**src/hdl/bool_out_map.svh**
```systemverilog
// Purpose: register offsets and field positions of the boolean output block
// Assumes: byte addresses on an 8-bit avalon address, one 32-bit word each
// Notes: address bits [7:5] pick a group, bits [4:2] the entry in it
`ifndef BOOL_OUT_MAP_SVH
`define BOOL_OUT_MAP_SVH

// ****************************************
// address groups and misc entries
// ****************************************
`define GRP_MISC 3'h0
`define GRP_DIV 3'h1
`define GRP_DUTY 3'h2
`define GRP_TERM0 3'h4
`define GRP_TERM1 3'h5
`define GRP_CFG 3'h6
`define IDX_CTRL 3'h0
`define IDX_INCFG 3'h1
`define IDX_SPEC 3'h2
`define IDX_STAT 3'h3
`define IDX_PGCFG 3'h4

// ****************************************
// field positions
// ****************************************
`define CTRL_CLR 0
`define CFG_DVAL 3
`define CFG_DLY_AS 4
`define CFG_DLY_DE 5
`define CFG_IGN 6
`define CFG_SM 7
`define CFG_INV 8
`define CFG_OD 9
`define TERM_EN 30
`define RAILS 12
`define MIN_DIV 2
`define RST_WORD 32'h0000_0000

`endif

```
**src/hdl/bool_out_pkg.sv**
```systemverilog
// Purpose: types shared by the boolean output block and its bench
// Assumes: twelve rails, eight logic outputs
// Notes: constants live in bool_out_map.svh
package bool_out_pkg;
  typedef enum logic [2:0] {
    SRC_NONE = 3'b000,
    SRC_DIRECT = 3'b001,
    SRC_LOGIC = 3'b010,
    SRC_RAIL = 3'b011,
    SRC_FAST = 3'b100
  } src_type;

  typedef enum logic {DLY_IDLE = 1'b0, DLY_WAIT = 1'b1} dly_type;

  typedef struct packed {
    logic [11:0] en_req;
    logic [11:0] warn;
    logic [11:0] fault;
    logic [11:0] pg;
  } rail_in_type;

  typedef struct packed {
    logic fault;
    logic margin_low;
    logic fan_en;
    logic start_ok;
    logic [2:0] sel_state;
  } func_out_type;
endpackage

```
**src/hdl/boolean_output_and_fast_pwm.sv**
```systemverilog
// Purpose: logic outputs, delays, input functions, enables and fast pwm pairs
// Assumes: rail flags come from same-clock sequencer logic; pins are asynchronous
// Notes: pwm divides sys_clk ticks standing in for the fast source
//
// Added by the designer: the register offsets and the Avalon-MM register port.
`timescale 1ns/1ns
`include "bool_out_map.svh"

module boolean_output_and_fast_pwm import bool_out_pkg::*; #(
  parameter int DIV_W = 14,
  parameter logic [7:0] FAST_MASK = 8'hff
) (
  input wire logic sys_clk,
  input wire logic rst_b,
  input wire logic [7:0] avs_address,
  input wire logic avs_read,
  input wire logic avs_write,
  input wire logic [31:0] avs_writedata,
  input wire logic [3:0] avs_byteenable,
  output logic [31:0] avs_readdata,
  output logic avs_waitrequest,
  input wire logic [7:0] gpi_pin,
  input wire logic bus_control_input,
  input wire rail_in_type rail_in,
  input wire logic seq_off,
  output logic [7:0] gpo_out,
  output logic [7:0] gpo_oe_n,
  output logic power_good_out,
  output logic [11:0] rail_margin,
  output func_out_type func_out
);

  // ****************************************
  // checks and helpers
  // ****************************************
  if (DIV_W < 2 || DIV_W > 14) begin : g_chk
    $error("DIV_W must lie in 2..14");
  end

  function automatic logic [31:0] be_merge(logic [31:0] o, logic [31:0] w, logic [3:0] be);
    logic [31:0] r;
    r = o;
    for (int b = 0; b < 4; b++) begin
      if (be[b]) begin
        r[b*8 +: 8] = w[b*8 +: 8];
      end
    end
    return r;
  endfunction

  function automatic logic spec_act(logic [3:0] f, logic [7:0] ins);
    return f[3] & ins[f[2:0]];
  endfunction

  function automatic logic term_eval(logic [31:0] t, logic [7:0] outs, logic [7:0] ins,
                                     logic [11:0] rails);
    return t[`TERM_EN] & (&(~t[7:0] | outs)) & (&(~t[15:8] | ins)) & (&(~t[27:16] | rails));
  endfunction

  function automatic logic [2:0] first3(logic [7:0] def, logic [7:0] act);
    logic [2:0] r;
    int n;
    r = 3'h0;
    n = 0;
    for (int k = 0; k < 8; k++) begin
      if (def[k] && n < 3) begin
        r[n] = act[k];
        n++;
      end
    end
    return r;
  endfunction

  // ****************************************
  // pin synchronisers
  // ****************************************
  // cleared pins read active under the reset polarity until software sets it
  logic [7:0] gpi_s1_q, gpi_s2_q;
  logic bc_s1_q, bc_s2_q;

  always_ff @(posedge sys_clk or negedge rst_b) begin
    if (!rst_b) begin
      gpi_s1_q <= 8'h00;
      gpi_s2_q <= 8'h00;
      bc_s1_q <= 1'b0;
      bc_s2_q <= 1'b0;
    end else begin
      gpi_s1_q <= gpi_pin;
      gpi_s2_q <= gpi_s1_q;
      bc_s1_q <= bus_control_input;
      bc_s2_q <= bc_s1_q;
    end
  end

  // ****************************************
  // register file
  // ****************************************
  logic clr_q;
  logic [15:0] incfg_q;
  logic [19:0] spec_q;
  logic [23:0] pgcfg_q;
  logic [DIV_W-1:0] div_q [4];
  logic [DIV_W+3:0] duty_q [8];
  logic [31:0] term0_q [8];
  logic [31:0] term1_q [8];
  logic [31:0] cfg_q [8];
  logic [7:0] lo_q;
  logic [11:0] lat_q;
  logic [31:0] rd_d;
  logic wr_go;
  logic [2:0] grp, idx;
  logic [7:0] in_act;

  // writes to unmapped entries are dropped without an error
  assign grp = avs_address[7:5];
  assign idx = avs_address[4:2];
  // writes land at the edge where the master sees waitrequest low
  assign wr_go = avs_write & ~avs_waitrequest;
  assign in_act = gpi_s2_q ~^ incfg_q[7:0];

  always_ff @(posedge sys_clk or negedge rst_b) begin
    if (!rst_b) begin
      clr_q <= 1'b0;
      incfg_q <= 16'hff00;
      spec_q <= 20'h00000;
      pgcfg_q <= 24'h000000;
      for (int k = 0; k < 4; k++) begin
        div_q[k] <= DIV_W'(`MIN_DIV);
      end
      for (int k = 0; k < 8; k++) begin
        duty_q[k] <= '0;
        term0_q[k] <= `RST_WORD;
        term1_q[k] <= `RST_WORD;
        cfg_q[k] <= `RST_WORD;
      end
    end else begin
      clr_q <= wr_go && grp == `GRP_MISC && idx == `IDX_CTRL && avs_byteenable[0]
               && avs_writedata[`CTRL_CLR];
      if (wr_go) begin
        unique case (grp)
          `GRP_MISC: begin
            if (idx == `IDX_INCFG) incfg_q <= 16'(be_merge(32'(incfg_q), avs_writedata, avs_byteenable));
            if (idx == `IDX_SPEC) spec_q <= 20'(be_merge(32'(spec_q), avs_writedata, avs_byteenable));
            if (idx == `IDX_PGCFG) pgcfg_q <= 24'(be_merge(32'(pgcfg_q), avs_writedata, avs_byteenable));
          end
          `GRP_DIV: begin
            if (idx < 3'h4) begin
              div_q[idx[1:0]] <= DIV_W'(be_merge(32'(div_q[idx[1:0]]), avs_writedata, avs_byteenable));
            end
          end
          `GRP_DUTY: duty_q[idx] <= (DIV_W+4)'(be_merge(32'(duty_q[idx]), avs_writedata, avs_byteenable));
          `GRP_TERM0: term0_q[idx] <= be_merge(term0_q[idx], avs_writedata, avs_byteenable);
          `GRP_TERM1: term1_q[idx] <= be_merge(term1_q[idx], avs_writedata, avs_byteenable);
          `GRP_CFG: cfg_q[idx] <= be_merge(cfg_q[idx], avs_writedata, avs_byteenable);
          default: ;
        endcase
      end
    end
  end

  always_comb begin
    rd_d = 32'h0;
    unique case (grp)
      `GRP_MISC: begin
        if (idx == `IDX_INCFG) rd_d = 32'(incfg_q);
        if (idx == `IDX_SPEC) rd_d = 32'(spec_q);
        if (idx == `IDX_PGCFG) rd_d = 32'(pgcfg_q);
        if (idx == `IDX_STAT) rd_d = {1'b0, func_out.fault, power_good_out, bc_s2_q, lat_q, lo_q, in_act};
      end
      `GRP_DIV: rd_d = (idx < 3'h4) ? 32'(div_q[idx[1:0]]) : 32'h0;
      `GRP_DUTY: rd_d = 32'(duty_q[idx]);
      `GRP_TERM0: rd_d = term0_q[idx];
      `GRP_TERM1: rd_d = term1_q[idx];
      `GRP_CFG: rd_d = cfg_q[idx];
      default: rd_d = 32'h0;
    endcase
  end

  // one wait cycle, then one answer cycle, then idle again
  always_ff @(posedge sys_clk or negedge rst_b) begin
    if (!rst_b) begin
      avs_waitrequest <= 1'b1;
      avs_readdata <= 32'h0;
    end else begin
      avs_waitrequest <= ~((avs_read | avs_write) & avs_waitrequest);
      if (avs_read && avs_waitrequest) begin
        avs_readdata <= rd_d;
      end
    end
  end

  // ****************************************
  // latched rail flags and input functions
  // ****************************************
  // clear acts on a level, so a held clear input empties the flags every cycle
  // set wins over clear
  always_ff @(posedge sys_clk or negedge rst_b) begin
    if (!rst_b) begin
      lat_q <= 12'h000;
    end else begin
      lat_q <= (lat_q & ~{12{clr_q | spec_act(spec_q[7:4], in_act)}}) | rail_in.fault;
    end
  end

  always_ff @(posedge sys_clk or negedge rst_b) begin
    if (!rst_b) begin
      func_out <= '0;
      rail_margin <= 12'h000;
      power_good_out <= 1'b0;
    end else begin
      // each spec field picks one pin by encoding; sel_state takes the first three pins of its incfg mask
      func_out.fault <= spec_q[3] & ~in_act[spec_q[2:0]];
      rail_margin <= spec_act(spec_q[11:8], in_act) ? pgcfg_q[23:12] : 12'h000;
      func_out.margin_low <= spec_act(spec_q[11:8], in_act) & spec_act(spec_q[15:12], in_act);
      func_out.fan_en <= spec_act(spec_q[19:16], in_act);
      func_out.start_ok <= bc_s2_q;
      func_out.sel_state <= first3(incfg_q[15:8], in_act);
      power_good_out <= (pgcfg_q[11:0] != 12'h000) & (&(rail_in.pg | ~pgcfg_q[11:0])) & ~seq_off;
    end
  end

  // ****************************************
  // fast pwm pairs
  // ****************************************
  logic [DIV_W-1:0] pcnt_q [4];

  for (genvar p = 0; p < 4; p++) begin : g_pair
    logic [DIV_W-1:0] eff;
    // a divider below two would stall the pair, so it is clamped
    // divide by at least two
    assign eff = (div_q[p] < DIV_W'(`MIN_DIV)) ? DIV_W'(`MIN_DIV) : div_q[p];
    always_ff @(posedge sys_clk or negedge rst_b) begin
      if (!rst_b) begin
        pcnt_q[p] <= '0;
      end else begin
        pcnt_q[p] <= (pcnt_q[p] >= eff - DIV_W'(1)) ? '0 : pcnt_q[p] + DIV_W'(1);
      end
    end
  end

  // ****************************************
  // per output logic, delay and pin drive
  // ****************************************
  for (genvar i = 0; i < 8; i++) begin : g_out
    logic [11:0] rs0, rs1;
    logic t0, t1, res, use_d, fp, drv, v;
    logic [15:0] cnt_q;
    logic tgt_q;
    dly_type st_q;
    src_type src, psrc;
    logic [3:0] ridx;

    assign rs0 = term0_q[i][29:28] == 2'h0 ? rail_in.pg : term0_q[i][29:28] == 2'h1 ? rail_in.fault :
                 term0_q[i][29:28] == 2'h2 ? rail_in.warn : lat_q;
    assign rs1 = term1_q[i][29:28] == 2'h0 ? rail_in.pg : term1_q[i][29:28] == 2'h1 ? rail_in.fault :
                 term1_q[i][29:28] == 2'h2 ? rail_in.warn : lat_q;
    assign t0 = term_eval(term0_q[i], lo_q, in_act, rs0);
    assign t1 = term_eval(term1_q[i], lo_q, in_act, rs1);
    // the delayed output picks the path, so a delay also holds the choice
    // one path or both ORed
    assign res = cfg_q[i][`CFG_SM] ? (lo_q[i] ? t0 : t1) : (t0 | t1);
    assign use_d = (res ? cfg_q[i][`CFG_DLY_AS] : cfg_q[i][`CFG_DLY_DE]) && cfg_q[i][31:16] != 16'h0;

    always_ff @(posedge sys_clk or negedge rst_b) begin
      if (!rst_b) begin
        st_q <= DLY_IDLE;
        lo_q[i] <= 1'b0;
        tgt_q <= 1'b0;
        cnt_q <= 16'h0;
      end else begin
        unique case (st_q)
          DLY_IDLE: begin
            if (res != lo_q[i]) begin
              if (use_d) begin
                st_q <= DLY_WAIT;
                tgt_q <= res;
                cnt_q <= 16'h1;
              end else begin
                lo_q[i] <= res;
              end
            end
          end
          DLY_WAIT: begin
            if (!cfg_q[i][`CFG_IGN] && res != tgt_q) begin
              st_q <= DLY_IDLE;
            end else if (cnt_q >= cfg_q[i][31:16]) begin
              lo_q[i] <= tgt_q;
              st_q <= DLY_IDLE;
            end else begin
              cnt_q <= cnt_q + 16'h1;
            end
          end
        endcase
      end
    end

    // zero duty keeps the pin low; a large duty holds it high
    // duty in sixteenths of a tick
    assign fp = duty_q[i] > {pcnt_q[i/2], 4'h0};
    assign src = src_type'(cfg_q[i][2:0]);
    assign psrc = src_type'(cfg_q[i^1][2:0]);
    assign ridx = cfg_q[i][13:10];

    always_comb begin
      drv = FAST_MASK[i];
      v = 1'b0;
      unique case (src)
        SRC_NONE: begin
          if (psrc == SRC_FAST && FAST_MASK[i]) begin
            v = fp;
          end
        end
        SRC_DIRECT: v = cfg_q[i][`CFG_DVAL] ^ cfg_q[i][`CFG_INV];
        SRC_LOGIC: v = lo_q[i] ^ cfg_q[i][`CFG_INV];
        SRC_RAIL: v = (ridx < 4'd12 ? rail_in.en_req[ridx] : 1'b0) ^ cfg_q[i][`CFG_INV];
        SRC_FAST: v = FAST_MASK[i] & fp;
        default: v = 1'b0;
      endcase
      if (src == SRC_DIRECT || src == SRC_LOGIC || src == SRC_RAIL) begin
        drv = ~(cfg_q[i][`CFG_OD] & v);
      end
    end

    // reset: fast pins low, others released
    always_ff @(posedge sys_clk or negedge rst_b) begin
      if (!rst_b) begin
        gpo_out[i] <= 1'b0;
        gpo_oe_n[i] <= ~FAST_MASK[i];
      end else begin
        gpo_out[i] <= drv & v;
        gpo_oe_n[i] <= ~drv;
      end
    end
  end

endmodule // boolean_output_and_fast_pwm

```
**config.mk**
```make
export PLATFORM = sky130hd
export DESIGN_NAME = boolean_output_and_fast_pwm
export DESIGN_NICKNAME = d
export VERILOG_FILES = /design/src/hdl/bool_out_pkg.sv /design/src/hdl/boolean_output_and_fast_pwm.sv
export VERILOG_INCLUDE_DIRS = /design/src /design/src/hdl
export SDC_FILE = /design/constraint.sdc
export NUM_CORES = 2
export LEC_CHECK = 0
export ABC_AREA = 1
export BUFFER_PORTS_ARGS = -buffer_cell sky130_fd_sc_hd__buf_2
export CORE_MARGIN = 4
export CORE_UTILIZATION = 35
export DETAILED_ROUTE_END_ITERATION = 8
export SYNTH_ARGS = -nofsm -noshare
export SYNTH_HDL_FRONTEND = slang
export SYNTH_SLANG_ARGS = --single-unit
```
**constraint.sdc**
```tcl
create_clock -name sys_clk -period 7.91 [get_ports sys_clk]
set_input_delay 0.791 -clock sys_clk [delete_from_list [all_inputs] [get_ports sys_clk]]
set_output_delay 0.791 -clock sys_clk [all_outputs]
set_load 0.1 [all_outputs]
```
After elaboration in Yosys (flattened, before gate mapping)
Index checks and enable logic that the tools add are counted.
{ "word_totals": {"output_inout_bits": 69, "register_bits": 1336} }
{ "classes": {"reduce_logical": 182, "muxes": 380, "n_eq_ne": 137, "order_cmp": 71, "bitwise_logic": 240, "addsub": 22} }
{ "ops": {"columns": ["cell", "n"], "rows": [
  ["256-bit bitwise mux", 3],
  ["12-bit 2-to-1 mux", 49],
  ["16-bit 2-to-1 mux", 33],
  ["32-bit 2-to-1 mux", 16],
  ["8-bit 2-to-1 mux", 46],
  ["32-bit binary-select mux with 3-bit select", 3],
  ["8-bit NOT", 32],
  ["8-bit bitwise OR", 32],
  ["16-bit one-hot mux with 2 select lines", 8],
  ["8-bit AND reduction", 32],
  ["32-bit by 1-bit >= comparator with 1-bit output, second input constant", 7],
  ["32-bit by 3-bit less-than comparator with 1-bit output, second input constant", 7],
  ["32-bit by 4-bit less-than comparator with 1-bit output, second input constant", 7],
  ["12-bit NOT", 18],
  ["12-bit bitwise OR", 18],
  ["12-bit AND reduction", 17],
  ["32-bit by 2-bit adder with 32-bit output, second input constant", 6],
  ["32-bit one-hot mux with 6 select lines", 1],
  ["14-bit 2-to-1 mux", 12],
  ["144-bit bitwise mux", 1],
  ["18-bit > comparator", 8],
  ["1-bit 2-to-1 mux", 134],
  ["16-bit by 1-bit adder with 16-bit output, second input constant", 8],
  ["16-bit >= comparator", 8],
  ["54 further kinds", 526]
]} }

Logic depth before layout (Yosys ltp)
{ "depth": {"depth_word": 25, "depth_mapped": 31, "ltp_nobuf": 31} }

Least setup slack after synthesis
Ideal clock, no wire load.
{ "synth_path": {"kind": "reg2reg", "from": "register incfg_q[8]", "to": "register func_out[2] (netlist bit)", "required_time_ns": 7.782, "path_buffers": 0, "path_slack_ns": 3.093, "path_stages_with_launch": 31, "setup_time_ns": 0.128, "t_arrival_ns": 4.690, "period_less_slack_ns": 4.817, "path_cell_list": "dfstp_2 > inv_1 > ha_1 > a21oi_1 > nand2_1 > o21ai_0 > inv_1 > ha_1 > inv_1 > ha_1 > nand2_1 > xor2_1 > inv_1 > ha_1 > inv_1 > nand3_1 > xnor2_1 > inv_1 > ha_1 > inv_1 > nand3_1 > xor2_1 > ha_1 > inv_1 > nand3_1 > inv_1 > xor2_1 > nor2_1 > o211ai_1 > nand2_1 > o21ai_0"} }
{ "synth_via": {"elab_chain_len": 25, "elab_cells_between_ends": 76, "cone_classes": "add/sub: 6; order compare: 21; mux: 35; reduce/logical: 14"} }
{ "synth_rtl": {"columns": ["element", "line_no", "rtl"], "rows": [
  ["start, declared", "boolean_output_and_fast_pwm.sv:99", "logic [15:0] incfg_q;"],
  ["start signal, assigned", "boolean_output_and_fast_pwm.sv:142", "if (idx == `IDX_INCFG) incfg_q <= 16'(be_merge(32'(incfg_q), avs_writedata, avs_byteenable));"],
  ["1-bit 2-to-1 mux (*)", "boolean_output_and_fast_pwm.sv:66", "if (def[k] && n < 3) begin"],
  ["32-bit by 3-bit less-than comparator with 1-bit output", "boolean_output_and_fast_pwm.sv:66", null],
  ["1-bit logical AND", "boolean_output_and_fast_pwm.sv:66", null],
  ["32-bit 2-to-1 mux", "boolean_output_and_fast_pwm.sv:66", null],
  ["32-bit by 3-bit less-than comparator with 1-bit output", "boolean_output_and_fast_pwm.sv:66", null],
  ["1-bit logical AND", "boolean_output_and_fast_pwm.sv:66", null],
  ["32-bit 2-to-1 mux", "boolean_output_and_fast_pwm.sv:66", null],
  ["32-bit by 3-bit less-than comparator with 1-bit output", "boolean_output_and_fast_pwm.sv:66", null],
  ["[... 9 more ...]", null, null],
  ["1-bit logical AND", "boolean_output_and_fast_pwm.sv:66", null],
  ["32-bit 2-to-1 mux", "boolean_output_and_fast_pwm.sv:66", null],
  ["32-bit by 1-bit >= comparator with 1-bit output (not written as such) / 32-bit by 4-bit less-than comparator with 1-bit output (equally long branches)", "boolean_output_and_fast_pwm.sv:67", "r[n] = act[k];"],
  ["1-bit logical AND (not written as such)", "boolean_output_and_fast_pwm.sv:67", null],
  ["1-bit 2-to-1 mux (not written as such)", "boolean_output_and_fast_pwm.sv:67", null],
  ["1-bit demux with 2-bit select", "boolean_output_and_fast_pwm.sv:67", null],
  ["3-bit bitwise mux", "boolean_output_and_fast_pwm.sv:67", null],
  ["3-bit 2-to-1 mux (*)", "boolean_output_and_fast_pwm.sv:66", null],
  ["end, declared", "boolean_output_and_fast_pwm.sv:30", "output func_out_type func_out"]
]} }
Every way passes the cells marked *; elsewhere a longest branch is shown, timed or not.
A chain may end at the register's enable or synchronous reset.

Worst setup path in the final report
Same ends and word-level chain as after synthesis.

==> impl_metrics.tcl <==
set metrics [dict create \
    outcome "completed" \
    hold_path.class "input port to register" \
    num_vias 82500 \
    drive_gt1_frac 0.0659 \
    yosys_warnings 0 \
    multi_input_area_um2 41800 \
    async_reset_ff_frac 1.00 \
    io_pins 175 \
    wl_um 364000 \
    seq_area_frac_synth 0.408 \
    seqCellArea_um2 33400 \
    cts-htree-levels 4 \
    placed_area_um2 85600 \
    cts_root_buffer "clkbuf_16" \
    fillCellCount 24600 \
    dp.final_hpwl_um 255000 \
    path_class "register to register" \
    grtUsageTotal 0.291 \
    cts-resized-gates 0 \
    layout_min_cycle_time_ps 5490 \
    fin_worst_skew_ps 72.4 \
    synth_nets 11800 \
    die_w_um 492 \
    final_common_cell "nand2_1" \
    start_util 0.352 \
    p_leak_nw 42.3 \
    ys_seq_elements 1336 \
    clock_power_share 0.391 \
    max_freq_mhz 182 \
    cp-end-kind "register" \
    p_per_area_nw_per_um2 220 \
    antenna_found_initial 36 \
    ys_types 65 \
    synth_edf_count 0 \
    hold_viol 0 \
    final_cell_mix "3303 x nand2_1, 1432 x o21ai_0, 1323 x dfrtp_1" \
    seqPwrFrac 0.397 \
    gp_congestion 1.00 \
    worstSetupStartpointType "register" \
    place_inst 14200 \
    path_max_fanout 7 \
    core-area_um2 233000 \
    cts_max_path_buffers 3 \
    slew_headroom 0.132 \
    drt-vias-per-instance 5.68 \
    clkTransAtPathRegs_ps 60 \
    cts_buffers 161 \
    p_int_mw 13.1 \
    final_area_um2 91200 \
    synth.avg_cell_area_um2 7.24 \
    cp_slowest_stage_delay_ps 560 \
    cts_tree "yes" \
    dp_slack_ps 2480 \
    drv_cap 0 \
    final_critical_path_setup_slack_ps 2420 \
    dieArea_um2 242000 \
    worstSkewPairLatency_ps 880 \
    row_count 177 \
    instances_no_fill 14500 \
    combPwrFrac 0.212 \
    post-route-period-util 0.694 \
    fin_total_pwr_mw 20.1 \
    maxSlewViolCount 0 \
    grt_pass1_vias 75600 \
    cp_slowest_cell "dfstp_2" \
    path_common_cell "inv_1" \
    nets 11700 \
    area_delta_synth_final_pct 11.3 \
    wl_per_cell_um 25.1 \
    rsz0062_at_grt "false" \
    grt_pass1_wl_um 527000 \
    finalSetupTns_ps 0 \
    syn_inst 11300 \
    p_switching_mw 7.05 \
    sw_frac_of_total 0.350 \
    drcViolationCount 0 \
    io_buffers 172 \
    synth_ff_type "dfrtp_1" \
    crit_arrival_ps 6200 \
    grt_max_degree 157 \
    synth_largest_area_cell "dfrtp_1" \
    grt-ovfl-total 0 \
    crit_required_ps 8620 \
    ant_nets 0 \
    die_h_um 492 \
    yosysTopAreaCellShare 0.404 \
    setup_viol 0 \
    ir_drop_mv 0.207 \
    synthesis.area_um2 81900 \
    worst_pin_slew_ps 1300 \
    initialDrtViolationCount 11100 \
    dr.pass1.iters 7 \
    synth.area.top_cells "dfrtp_1 40%, nand2_1 15%, o21ai_0 8.8%, inv_1 5.1%, ha_1 5.1%" \
    clock-sinks 1336 \
]
## metrics by stage
stage / hold slack (ps) / utilization
final: 48.2 / 0.392
after global routing: 27.9 / 0.392
after CTS: 5.41 / 0.392
after detailed placement: 337 / 0.368
after global placement: 334 / 0.368
after floorplan: 331 / -
## routing by layer
layer,vias to the layer above,part of all wire,GRT usage
met2,4845,0.41,0.420
met5,-,0.00033,0
met3,1181,0.11,0.0679
met4,20,0.079,0.195
li1,37500,-,-
met1,39000,0.40,0.388
## area by class of cell
| cell class | instances | area share |
|---|---|---|
| clock inverter | 69 | 0.00972 |
| tap | 3132 | 0.0430 |
| multi-input combinational | 8261 | 0.458 |
| inverter | 1178 | 0.0487 |
| antenna | 31 | 0.000850 |
| sequential | 1336 | 0.367 |
| timing repair buffer | 302 | 0.0219 |
| clock buffer | 227 | 0.0511 |
## cells in the mapped netlist (8+ instances only)
master / instances
nor3_1: 120
nor2_2: 22
a21oi_1: 437
a31oi_1: 8
xor2_1: 130
o21a_1: 20
ha_1: 331
a211oi_1: 10
nand4_1: 148
nor2_4: 10
a31o_2: 10
buf_1: 27
inv_2: 37
a21boi_0: 60
nor3b_1: 26
nand2_2: 27
o211ai_1: 67
buf_4: 29
o2111ai_1: 31
a22oi_1: 99
clkbuf_1: 331
a221oi_1: 114
buf_2: 143
o221ai_1: 14
nand3b_1: 11
nand2_1: 3327
nand3_1: 702
o21ai_0: 1433
dfstp_2: 13
nor2_1: 726
buf_6: 10
o22ai_1: 169
nor4_1: 48
dfrtp_1: 1323
xnor2_1: 19
clkinv_1: 19
o2bb2ai_1: 9
inv_1: 1122
o21ai_1: 55
## flip-flops by register name, indices dropped and copies added, names as in the netlist, 16 cells and up
register and cells:
spec_q 20, avs_readdata 32, div_q 56, cfg_q 256, duty_q 144, term1_q 256
incfg_q 16, term0_q 256, pcnt_q 56, g_out.cnt_q 128, pgcfg_q 24
## worst max-delay path: cells and delay by family (launching register included)
family / cells / cell delay, ps
AOI/OAI and AO/OA: 4 / 590
and+or+nand+nor: 7 / 820
DFF: 1 / 560
buffers and inverters: 9 / 780
xor gates and xnor gates: 4 / 1290
adders and majority gates: 6 / 1290
## kinds of logic (layout without fill, tap and decap cells)
| logic type | Yosys count | after routing | synth area share |
|---|---|---|---|
| mux | 9 | 9 | 0.00116 |
| buf+inv | 1723 | 1776 | 0.0834 |
| other cells | 1 | 32 | 0.0000458 |
| fa+ha+maj | 332 | 332 | 0.0508 |
| flops | 1336 | 1336 | 0.408 |
| simple gates | 5195 | 5195 | 0.263 |
| xor+xnor | 149 | 149 | 0.0159 |
| compound gates | 2575 | 2575 | 0.178 |
## repair_timing
action | 4_1_cts | 5_1_grt
endpoints found under the setup margin | 0 | 0
setup buffers | 0 | 0
hold buffers | 3 | 0
endpoints found under the hold margin | 54 | 0
## power groups by stage
stage | logic [mW] | registers, mW | clock network [mW]
floorplan | 2.50 | 8.05 | 0
global placement | 4.10 | 8.07 | 0
detailed placement | 4.13 | 8.07 | 0
CTS | 4.15 | 7.96 | 7.92
global route | 4.64 | 8.04 | 8.21
finish | 4.26 | 7.99 | 7.86
## worst paths after layout
check / from / depth (start not counted) / end / slack, ps
setup / recovery: incfg_q[8]$_DFFE_PN1P_ / 30 / func_out[2]$_DFF_PN0_ / 2420
hold / removal: gpi_pin[6] / 1 / gpi_s1_q[6]$_DFF_PN0_ / 50
setup reg to reg: incfg_q[8]$_DFFE_PN1P_ / 30 / func_out[2]$_DFF_PN0_ / 2420
hold reg to reg: gpi_s1_q[2]$_DFF_PN0_ / 0 / gpi_s2_q[2]$_DFF_PN0_ / 360
max in group asynchronous: rst_b / 4 / duty_q[77]$_DFFE_PN0P_ / 5370
min in group asynchronous: rst_b / 2 / gpi_s1_q[4]$_DFF_PN0_ / 550
No activity file was read; power rests on OpenSTA's default activity.
